`src/include/ppm_pkg.sv`:
```
`default_nettype none
package ppm_pkg;
   // ----------------------------------------------------------------
   // timing
   // ----------------------------------------------------------------
   localparam int CLK_MHZ = 250;
   localparam int PORT_RESET_NS = 1000;
   localparam int PORT_RESET_CYCLES = (PORT_RESET_NS * CLK_MHZ + 999) / 1000;
   // three sync flops plus one agreement stage before the strap lanes are valid
   localparam int STRAP_SETTLE_CYCLES = 6;
   // ----------------------------------------------------------------
   // register indices
   // ----------------------------------------------------------------
   localparam logic [4:0] IDX_BASIC_CONTROL = 5'h00;
   localparam logic [4:0] IDX_BASIC_STATUS = 5'h01;
   localparam logic [4:0] IDX_IDENT_WORD_ONE = 5'h02;
   localparam logic [4:0] IDX_IDENT_WORD_TWO = 5'h03;
   localparam logic [4:0] IDX_EXTENDED_STATUS = 5'h0f;
   localparam logic [4:0] IDX_IDENT_WORD_THREE = 5'h10;
   localparam logic [4:0] IDX_EXTENDED_CONTROL = 5'h11;
   localparam logic [4:0] IDX_PORT_CONFIG_ONE = 5'h12;
   localparam logic [4:0] IDX_PORT_CONFIG_TWO = 5'h13;
   localparam logic [4:0] IDX_SYMBOL_ERROR_COUNT = 5'h14;
   localparam logic [4:0] IDX_IRQ_SOURCE = 5'h15;
   localparam logic [4:0] IDX_IRQ_ENABLE = 5'h16;
   localparam logic [4:0] IDX_COMM_STATUS = 5'h17;
   localparam logic [4:0] IDX_GENERAL_STATUS = 5'h18;
   localparam logic [4:0] IDX_EXTERNAL_STATUS = 5'h19;
   localparam logic [4:0] IDX_LINK_FAIL_COUNT = 5'h1a;
   localparam logic [4:0] IDX_SHARED_CONFIG = 5'h1b;
   localparam logic [4:0] IDX_PORT_CONFIG_THREE = 5'h1c;
   // ----------------------------------------------------------------
   // basic control and status fields
   // ----------------------------------------------------------------
   localparam int CTL_RESET_BIT = 15;
   localparam int CTL_LOOPBACK_BIT = 14;
   localparam int CTL_SPEED_LSB_BIT = 13;
   localparam int CTL_NEG_ENABLE_BIT = 12;
   localparam int CTL_STANDBY_BIT = 11;
   localparam int CTL_DETACH_BIT = 10;
   localparam int CTL_NEG_RESTART_BIT = 9;
   localparam int CTL_DUPLEX_BIT = 8;
   localparam int CTL_COL_TEST_BIT = 7;
   localparam int CTL_SPEED_MSB_BIT = 6;
   localparam int CTL_UNIDIR_BIT = 5;
   localparam logic [1:0] SPEED_100 = 2'h1;
   localparam int STAT_REMOTE_FAULT_BIT = 4;
   localparam int STAT_LINK_BIT = 2;
   localparam int STAT_JABBER_BIT = 1;
   localparam logic [15:0] STAT_FIXED = 16'h01e1;
   // ----------------------------------------------------------------
   // extended control fields and reset values
   // ----------------------------------------------------------------
   localparam int EXT_MODE_MSB = 14;
   localparam int EXT_MODE_LSB = 11;
   localparam int EXT_LOOP_MSB = 4;
   localparam int EXT_LOOP_LSB = 3;
   localparam logic [3:0] MODE_NORMAL = 4'h3;
   localparam logic [15:0] EXT_CTL_RESET = 16'h1800;
   localparam logic [15:0] SHARED_RESET = 16'h0000;
   // identification words: arbitrary values
   localparam logic [15:0] ID_WORD_ONE = 16'h0a5a;
   localparam logic [15:0] ID_WORD_TWO = 16'h5a50;
   localparam logic [15:0] ID_WORD_THREE = 16'h0001;
   // ----------------------------------------------------------------
   // frame decode
   // ----------------------------------------------------------------
   localparam logic [1:0] OP_READ = 2'h2;
   localparam logic [1:0] OP_WRITE = 2'h1;
   typedef enum logic [2:0] {
      ST_IDLE = 3'h0,
      ST_START = 3'h1,
      ST_OP = 3'h2,
      ST_PHY = 3'h3,
      ST_REG = 3'h4,
      ST_TA = 3'h5,
      ST_DATA = 3'h6
   } ppm_state_t;
endpackage : ppm_pkg
`default_nettype wire

```
`src/verilog/ppm_regmem.sv`:
```
`default_nettype none
module ppm_regmem
   import ppm_pkg::*;
(
   input wire logic sys_clk_i,
   input wire logic rst_i,
   input wire logic we_i,
   input wire logic [5:0] waddr_i,
   input wire logic [15:0] wdata_i,
   input wire logic [5:0] raddr_i,
   output logic [15:0] rdata_o
);
   typedef struct packed {
      logic [63:0][15:0] mem;
      logic [15:0] rdata;
   } ppm_mem_t;

   ppm_mem_t st_reg;
   ppm_mem_t st_next;

   always_comb begin
      st_next = st_reg;
      if (we_i) begin
         st_next.mem[waddr_i] = wdata_i;
      end
      st_next.rdata = st_reg.mem[raddr_i];
   end

   // cleared at reset so never-written words read as zero
   always_ff @(posedge sys_clk_i) begin
      if (rst_i) begin
         st_reg <= '0;
      end else begin
         st_reg <= st_next;
      end
   end

   assign rdata_o = st_reg.rdata;
endmodule : ppm_regmem
`default_nettype wire

```
`src/verilog/ppm_bank.sv`:
```
`default_nettype none
module ppm_bank
   import ppm_pkg::*;
(
   input wire logic sys_clk_i,
   input wire logic rst_i,
   input wire logic mdc_i,
   input wire logic mdio_i,
   output logic mdio_o,
   output logic mdio_oe_o,
   input wire logic [2:0] phy_addr_strap_i,
   input wire logic [1:0] link_up_i,
   input wire logic [1:0] remote_fault_i,
   input wire logic [1:0] jabber_i,
   output logic [1:0] port_reset_o,
   output logic [1:0] loopback_o,
   output logic [3:0] loop_variant_o,
   output logic [1:0] standby_o,
   output logic [1:0] isolate_o,
   output logic [1:0] normal_req_o,
   output logic [1:0] control_err_o,
   output logic [15:0] shared_config_o
);
   // ----------------------------------------------------------------
   // state
   // ----------------------------------------------------------------
   // sync lanes: 0 mdc, 1 mdio, 3:2 link, 5:4 fault, 7:6 jabber, 10:8 strap
   typedef struct packed {
      logic [2:0][10:0] sync;
      logic [10:0] flt;
      ppm_state_t state;
      logic [3:0] cnt;
      logic [1:0] op;
      logic [4:0] phy;
      logic [4:0] idx;
      logic [15:0] shift;
      logic hit;
      logic port;
      logic mdio_out;
      logic mdio_en;
      logic [2:0] strap;
      logic [2:0] settle;
      logic strap_done;
      logic [1:0] ctl_rst;
      logic [1:0] loop;
      logic [1:0] pd;
      logic [1:0] iso;
      logic [1:0] unidir;
      logic [1:0] err;
      logic [1:0] wake;
      logic [1:0][15:0] rst_cnt;
      logic [1:0][15:0] ext;
      logic [1:0][15:0] shared;
      logic [1:0] lh_rf;
      logic [1:0] lh_jab;
      logic [1:0] ll_link;
   } ppm_bank_t;

   ppm_bank_t st_reg;
   ppm_bank_t st_next;
   logic mdc_edge;
   logic bit_in;
   logic wr_now;
   logic [15:0] wr_data;
   logic mem_we;
   logic [15:0] mem_rdata;
   logic [15:0] rd_word;

   // ----------------------------------------------------------------
   // decode helpers
   // ----------------------------------------------------------------
   function automatic logic port_zero_only(input logic [4:0] idx);
      port_zero_only = (idx == IDX_IDENT_WORD_ONE) || (idx == IDX_IDENT_WORD_TWO) ||
                       (idx == IDX_IDENT_WORD_THREE) || (idx == IDX_SHARED_CONFIG);
   endfunction : port_zero_only

   function automatic logic mem_backed_rw(input logic [4:0] idx);
      mem_backed_rw = (idx == IDX_PORT_CONFIG_ONE) || (idx == IDX_PORT_CONFIG_TWO) ||
                      (idx == IDX_IRQ_ENABLE);
   endfunction : mem_backed_rw

   function automatic logic [15:0] read_word(input ppm_bank_t s, input logic [15:0] mw);
      logic [15:0] w;
      logic p;
      w = 16'h0000;
      p = s.port;
      if (p && port_zero_only(s.idx)) begin
         w = 16'h0000;
      end else begin
         case (s.idx)
            IDX_BASIC_CONTROL: begin
               w[CTL_RESET_BIT] = s.ctl_rst[p];
               w[CTL_LOOPBACK_BIT] = s.loop[p];
               w[CTL_SPEED_LSB_BIT] = SPEED_100[0];
               w[CTL_SPEED_MSB_BIT] = SPEED_100[1];
               w[CTL_NEG_ENABLE_BIT] = 1'b0;
               w[CTL_NEG_RESTART_BIT] = 1'b0;
               w[CTL_DUPLEX_BIT] = 1'b1;
               w[CTL_COL_TEST_BIT] = 1'b0;
               w[CTL_STANDBY_BIT] = s.pd[p];
               w[CTL_DETACH_BIT] = s.iso[p];
               w[CTL_UNIDIR_BIT] = s.unidir[p];
            end
            IDX_BASIC_STATUS: begin
               w = STAT_FIXED;
               w[STAT_REMOTE_FAULT_BIT] = s.lh_rf[p];
               w[STAT_JABBER_BIT] = s.lh_jab[p];
               w[STAT_LINK_BIT] = s.ll_link[p];
            end
            IDX_IDENT_WORD_ONE: w = ID_WORD_ONE;
            IDX_IDENT_WORD_TWO: w = ID_WORD_TWO;
            IDX_IDENT_WORD_THREE: w = ID_WORD_THREE;
            IDX_EXTENDED_CONTROL: w = s.ext[p];
            IDX_SHARED_CONFIG: w = s.shared[0];
            IDX_PORT_CONFIG_THREE: w = s.shared[1];
            default: w = mw;
         endcase
      end
      read_word = w;
   endfunction : read_word

   assign mdc_edge = !st_reg.flt[0] && st_reg.sync[1][0] && st_reg.sync[2][0];
   // mdio taken at the same pipeline depth as the clock edge
   assign bit_in = st_reg.sync[2][1];
   assign wr_now = (st_reg.state == ST_DATA) && mdc_edge && (st_reg.cnt == 4'hf) &&
                   st_reg.hit && (st_reg.op == OP_WRITE);
   assign wr_data = {st_reg.shift[14:0], bit_in};
   assign mem_we = wr_now && mem_backed_rw(st_reg.idx);
   assign rd_word = read_word(st_reg, mem_rdata);

   ppm_regmem u_mem (
      .sys_clk_i(sys_clk_i),
      .rst_i(rst_i),
      .we_i(mem_we),
      .waddr_i({st_reg.port, st_reg.idx}),
      .wdata_i(wr_data),
      .raddr_i({st_reg.port, st_reg.idx}),
      .rdata_o(mem_rdata)
   );

   // ----------------------------------------------------------------
   // next state
   // ----------------------------------------------------------------
   always_comb begin
      logic p;
      logic pd_bad;
      logic iso_bad;
      logic both_new;
      logic rd_clr;
      p = st_reg.port;
      pd_bad = 1'b0;
      iso_bad = 1'b0;
      both_new = 1'b0;
      rd_clr = 1'b0;
      st_next = st_reg;
      st_next.sync = {st_reg.sync[1:0], jabber_i, remote_fault_i, link_up_i, mdio_i, mdc_i,
                      phy_addr_strap_i};
      st_next.sync[0] = {phy_addr_strap_i, jabber_i, remote_fault_i, link_up_i, mdio_i, mdc_i};
      for (int i = 0; i < 11; i++) begin
         if (st_reg.sync[1][i] == st_reg.sync[2][i]) begin
            st_next.flt[i] = st_reg.sync[2][i];
         end
      end
      st_next.err = 2'h0;
      st_next.wake = 2'h0;

      // straps caught once after release, then frozen
      if (!st_reg.strap_done) begin
         st_next.settle = st_reg.settle + 3'h1;
         if (st_reg.settle == 3'(STRAP_SETTLE_CYCLES - 1)) begin
            st_next.strap = st_reg.flt[10:8];
            st_next.strap_done = 1'b1;
         end
      end

      if (mdc_edge) begin
         st_next.cnt = st_reg.cnt + 4'h1;
         case (st_reg.state)
            ST_IDLE: begin
               if (!bit_in) begin
                  st_next.state = ST_START;
               end
            end
            ST_START: begin
               st_next.state = bit_in ? ST_OP : ST_IDLE;
               st_next.cnt = 4'h0;
            end
            ST_OP: begin
               st_next.op = {st_reg.op[0], bit_in};
               if (st_reg.cnt == 4'h1) begin
                  st_next.state = ST_PHY;
                  st_next.cnt = 4'h0;
               end
            end
            ST_PHY: begin
               st_next.phy = {st_reg.phy[3:0], bit_in};
               if (st_reg.cnt == 4'h4) begin
                  st_next.state = ST_REG;
                  st_next.cnt = 4'h0;
               end
            end
            ST_REG: begin
               st_next.idx = {st_reg.idx[3:0], bit_in};
               if (st_reg.cnt == 4'h4) begin
                  st_next.state = ST_TA;
                  st_next.cnt = 4'h0;
                  st_next.hit = (st_reg.phy == 5'h00) ||
                                (st_reg.phy[4:1] == {1'b0, st_reg.strap});
                  st_next.port = (st_reg.phy != 5'h00) && st_reg.phy[0];
               end
            end
            ST_TA: begin
               if (st_reg.cnt == 4'h0) begin
                  if (st_reg.hit && (st_reg.op == OP_READ)) begin
                     st_next.shift = rd_word;
                     st_next.mdio_en = 1'b1;
                     st_next.mdio_out = 1'b0;
                     rd_clr = (st_reg.idx == IDX_BASIC_STATUS);
                  end
               end else begin
                  st_next.state = ST_DATA;
                  st_next.cnt = 4'h0;
                  st_next.mdio_out = st_reg.shift[15];
                  st_next.shift = {st_reg.shift[14:0], 1'b0};
               end
            end
            ST_DATA: begin
               if (st_reg.op == OP_WRITE) begin
                  st_next.shift = wr_data;
               end else begin
                  st_next.mdio_out = st_reg.shift[15];
                  st_next.shift = {st_reg.shift[14:0], 1'b0};
               end
               if (st_reg.cnt == 4'hf) begin
                  st_next.state = ST_IDLE;
                  st_next.mdio_en = 1'b0;
                  st_next.mdio_out = 1'b0;
               end
            end
            default: begin
               st_next.state = ST_IDLE;
               st_next.mdio_en = 1'b0;
            end
         endcase
      end

      // latched flags: a new event wins over the read that clears it
      for (int q = 0; q < 2; q++) begin
         if (rd_clr && (p == q[0])) begin
            st_next.lh_rf[q] = st_reg.flt[4 + q];
            st_next.lh_jab[q] = st_reg.flt[6 + q];
            st_next.ll_link[q] = st_reg.flt[2 + q];
         end else begin
            st_next.lh_rf[q] = st_reg.lh_rf[q] | st_reg.flt[4 + q];
            st_next.lh_jab[q] = st_reg.lh_jab[q] | st_reg.flt[6 + q];
            st_next.ll_link[q] = st_reg.ll_link[q] & st_reg.flt[2 + q];
         end
      end

      if (wr_now) begin
         case (st_reg.idx)
            IDX_BASIC_CONTROL: begin
               if (wr_data[CTL_RESET_BIT]) begin
                  st_next.ctl_rst[p] = 1'b1;
                  st_next.rst_cnt[p] = 16'(PORT_RESET_CYCLES);
               end
               st_next.loop[p] = wr_data[CTL_LOOPBACK_BIT];
               st_next.unidir[p] = wr_data[CTL_UNIDIR_BIT];
               // speed, negotiation, duplex and collision bits are not stored
               both_new = wr_data[CTL_STANDBY_BIT] && wr_data[CTL_DETACH_BIT] &&
                          !st_reg.pd[p] && !st_reg.iso[p];
               pd_bad = wr_data[CTL_STANDBY_BIT] && !st_reg.pd[p] && st_reg.iso[p];
               iso_bad = wr_data[CTL_DETACH_BIT] && !st_reg.iso[p] && st_reg.pd[p];
               st_next.err[p] = pd_bad || iso_bad || both_new;
               if (wr_data[CTL_STANDBY_BIT]) begin
                  if (!pd_bad && !both_new) begin
                     st_next.pd[p] = 1'b1;
                  end
               end else if (st_reg.pd[p]) begin
                  st_next.pd[p] = 1'b0;
                  st_next.wake[p] = st_reg.ext[p][EXT_MODE_MSB:EXT_MODE_LSB] == MODE_NORMAL;
               end
               if (wr_data[CTL_DETACH_BIT]) begin
                  if (!iso_bad && !both_new) begin
                     st_next.iso[p] = 1'b1;
                  end
               end else begin
                  st_next.iso[p] = 1'b0;
               end
            end
            IDX_EXTENDED_CONTROL: st_next.ext[p] = wr_data;
            IDX_SHARED_CONFIG: begin
               if (!(p && port_zero_only(st_reg.idx))) begin
                  st_next.shared[0] = wr_data;
               end
            end
            IDX_PORT_CONFIG_THREE: st_next.shared[1] = wr_data;
            default: st_next.err = st_next.err;
         endcase
      end

      // port reset holds its bit until the count runs out
      for (int q = 0; q < 2; q++) begin
         if (st_reg.ctl_rst[q]) begin
            st_next.rst_cnt[q] = st_reg.rst_cnt[q] - 16'h0001;
            if (st_reg.rst_cnt[q] <= 16'h0001) begin
               st_next.ctl_rst[q] = 1'b0;
               st_next.loop[q] = 1'b0;
               st_next.pd[q] = 1'b0;
               st_next.iso[q] = 1'b0;
               st_next.unidir[q] = 1'b0;
               st_next.ext[q] = EXT_CTL_RESET;
            end
         end
      end
   end

   always_ff @(posedge sys_clk_i) begin
      if (rst_i) begin
         st_reg <= '0;
         st_reg.state <= ST_IDLE;
         st_reg.ext <= {EXT_CTL_RESET, EXT_CTL_RESET};
         st_reg.shared <= {SHARED_RESET, SHARED_RESET};
      end else begin
         st_reg <= st_next;
      end
   end

   // ----------------------------------------------------------------
   // outputs
   // ----------------------------------------------------------------
   assign mdio_o = st_reg.mdio_out;
   assign mdio_oe_o = st_reg.mdio_en;
   assign port_reset_o = st_reg.ctl_rst;
   assign loopback_o = st_reg.loop;
   assign loop_variant_o = {st_reg.ext[1][EXT_LOOP_MSB:EXT_LOOP_LSB],
                            st_reg.ext[0][EXT_LOOP_MSB:EXT_LOOP_LSB]};
   assign standby_o = st_reg.pd;
   assign isolate_o = st_reg.iso;
   assign normal_req_o = st_reg.wake;
   assign control_err_o = st_reg.err;
   assign shared_config_o = st_reg.shared[0];

   // ----------------------------------------------------------------
   // checks
   // ----------------------------------------------------------------
   localparam int RST_HI = PORT_RESET_CYCLES + 1;
   logic wr_ctl0;
   assign wr_ctl0 = wr_now && (st_reg.idx == IDX_BASIC_CONTROL) && !st_reg.port;
endmodule : ppm_bank
`default_nettype wire

```
`config.mk`:
```
export PLATFORM = sky130hd
export DESIGN_NAME = ppm_bank
export DESIGN_NICKNAME = d
export VERILOG_FILES = /design/src/include/ppm_pkg.sv /design/src/verilog/ppm_regmem.sv /design/src/verilog/ppm_bank.sv
export SDC_FILE = /design/constraint.sdc
export NUM_CORES = 2
export LEC_CHECK = 0
export ABC_AREA = 1
export BUFFER_PORTS_ARGS = -buffer_cell sky130_fd_sc_hd__buf_2
export CAP_MARGIN = 40
export CORE_MARGIN = 3
export CORE_UTILIZATION = 55
export DETAILED_ROUTE_END_ITERATION = 10
export PLACE_DENSITY = 0.71
export SLEW_MARGIN = 20
export SYNTH_ARGS = -nofsm -noshare
export SYNTH_HDL_FRONTEND = slang
export SYNTH_SLANG_ARGS = --single-unit
```
`constraint.sdc`:
```
create_clock -name sys_clk_i -period 3.15 [get_ports sys_clk_i]
set_input_delay 0.1575 -clock sys_clk_i [delete_from_list [all_inputs] [get_ports sys_clk_i]]
set_output_delay 0.1575 -clock sys_clk_i [all_outputs]
set_load 0.01 [all_outputs]
```
==> metrics <==
crit path kind=flop to flop; Filler Cells Inserted=7907; io pins=47; Worst VDD drop=522.4 uV; Post-CTS Setup Bufs=0; clock share of power=48.7%; RSZ-0062 raised after global routing=no; reg-to-reg startpoint=st_reg[144]$_SDFFE_PP0P_; Clock Latency Late Sink=730 ps; P&R area growth vs syn=10.80%; synth cell count leaders=nor2_1, inv_1, dfxtp_1; vias in the first global route=36790; max FFs per register=1024; Crit Path Max Fanout=29; H-tree depth=3; number of buffers created by CTS=121; CTS tree=built; max-slew violations=0; Die Footprint=0.09227 mm^2; power density cells=582.7 mW/mm^2; Clock Skew=39.81 ps; Post-DRT Antenna Nets=0; hold_ws=186.8 ps; Syn Inst Count=6872; CTS Root Cell=clkbuf_16; Critical Path Start Type=flop; final hold vios=0; # setup viols final=0; Die Ht=303.8 um; RD Place Congestion=0.9216; Final TNS setup=0 ps; Worst Hold Path EP=st_next[184]$_SDFF_PP0_; status=completed; Yosys cell types=44; switching part of the total=20.80%; Post-DP Area=0.04958 mm^2; All-Layer GR Usage=25.68%; maxcap violations=0; Cells on Worst Hold Path=4; cell internal pwr=24930 uW; syn nets=6894; initial drt markers=3634; reg2reg setup slack=280 ps; Final #Nets=6744; Synth area leaders=dfxtp_1, nor2_1, inv_1, nand2_1, nand3_1; Seq cells post-synth=1245; port buffer count=46; sequential area share after synthesis=51.11%; Pleak=0.02223 uW; NetSw=6547 uW; crit end category=flop; dominant cell by count in the synthesized netlist=nor2_1; R2R cell count=11; Ys Warns=0; largest net degree at the start of global routing=259; Hold-fix buffers, CTS=12; max_slew headroom=20.00%; reg-to-reg endpoint=st_reg[138]$_SDFFE_PP0P_; maximum clock insertion buffer count=3; Fmax=348.1 MHz; Sequential Power Share=50.1%; Final period util=91.21%; final wirelength=121.3 mm; number of synthesized flops with an enable pin=0; cell area after layout=0.05403 mm^2; Slew @ Worst Pin=1200 ps; WP data arrival=3450 ps; Yosys top cell by area=dfxtp_1; Via-to-Cell Ratio=5.072; ys async rst share=0%; Critical Path RT=3730 ps; worst min path class=input pin to flop; Post-DP HPWL=72.65 mm; HP Start=mdc_i; drc violations=0; Yosys top cell area share=51.11%; first-pass GRT wire length=195.6 mm; die extent in x=303.8 um; initial antenna violation count=0; post-CTS sizing=0; DR pass1 iterations=7; # rows=108; Combinational Power Share=1.2%; DR vias=40490; grt ovf=0; CTS sink count=1245; clock slew at reported path FFs=60 ps; core area=0.08729 mm^2; Syn Area/Cell=7.096 um^2; Initial Utilization=55.86%; routed len/inst=15.20 um; Post-synth top flop=dfxtp_1; share of layout cells above drive strength 1=5.552%; Period minus WS final=2873 ps; Cell Area, Synth=0.04876 mm^2
power by group through the flow:
stage | registers [uW] | logic (uW) | clock network, uW
6_report | 15800 | 374 | 15300
5_1_grt | 15800 | 417 | 16200
4_1_cts | 15800 | 373 | 15600
3_5_place_dp | 16100 | 359 | 0
3_3_place_gp | 16100 | 358 | 0
2_1_floorplan | 16100 | 275 | 0
through the flow:
step           worst slack [ps]  total power [uW]  utilization (%)  std cells
6_report                  277.0             31480            61.90       7983
5_1_grt                   96.40             32420            61.89       7981
4_1_cts                   150.3             31710            61.87       7980
3_5_place_dp              202.6             16490            56.79       7741
3_3_place_gp              278.3             16480            56.78       7740
2_1_floorplan              1274             16400                -       6872
worst max-delay path, cell delays in order, from the launching register on:
cell and delay (ps):
dfxtp_4 450, inv_2 120, buf_4 350, nand2_1 270, nor2_1 400, nand2_1 240, nand2_1 110, nor2_1 40
nand2_1 370, nand3_1 170, nand3_1 120, a21oi_1 80
layout make-up:
type	count	area, um^2	area share [%]
tap	1155	1445	2.675
multi-input combinational	3954	17390	32.18
clock inverter	45	737.0	1.364
sequential	1245	24940	46.15
antenna	2	5.005	0.009263
timing repair buffer	138	1194	2.209
inverter	1262	4747	8.786
clock buffer	182	3577	6.621
worst max path at each step:
stage	from	slack, ps	depth (start not counted)	end
after global routing	st_reg[144]$_SDFFE_PP0P_	100	11	st_reg[138]$_SDFFE_PP0P_
after floorplan	st_reg[155]$_SDFFE_PP0N_	1270	9	u_mem.st_reg[325]$_SDFFE_PP0P_
after global placement	st_reg[144]$_SDFFE_PP0P_	280	7	st_reg[25]$_SDFFE_PP0P_
final	st_reg[144]$_SDFFE_PP0P_	280	11	st_reg[138]$_SDFFE_PP0P_
after CTS	st_reg[144]$_SDFFE_PP0P_	150	7	st_reg[31]$_SDFFE_PP0P_
after detailed placement	st_reg[144]$_SDFFE_PP0P_	200	7	st_reg[31]$_SDFFE_PP0P_
metal layers:
metal / GRT usage (%) / vias up / routed length, um / part of all wire (%)
met5: 0 / - / 0 / 0
met4: 8.063 / 0 / 3702 / 3.1
met3: 3.942 / 248 / 7873 / 6.5
met2: 40.92 / 1137 / 54300 / 45
met1: 35.95 / 18640 / 55430 / 46
li1: - / 20460 / - / -
cells by family (layout without fill, tap and decap cells):
kind of cell             after synthesis  count (layout)  synth area share, %
AO/OA/AOI/OAI                        725             725                8.419
XOR/XNOR                               8               8               0.1437
adder cells (fa/ha/maj)                9               9               0.2309
buffers and inverters               1673            1627                13.31
flip-flops                          1245            1245                51.11
other                                  0               2                    0
AND/OR/NAND/NOR                     3212            3212                26.78
placed cells by master (no fill, tap or decap), types with 13 or more instances in the layout:
cell       count
inv_1       1248
o21ai_0      321
bufinv_16     15
nor2_1      1455
o21ai_1       41
clkbuf_1      29
nor3_1        32
clkinv_2      21
a211oi_1      13
dfxtp_1     1241
clkbuf_8      32
buf_4         61
buf_2         45
nand3_1      416
nand2_1     1162
a21oi_1      181
clkbuf_16    121
nand4_1       94
o211ai_1     147
buf_12        18
No activity file was read; power rests on OpenSTA's default activity.
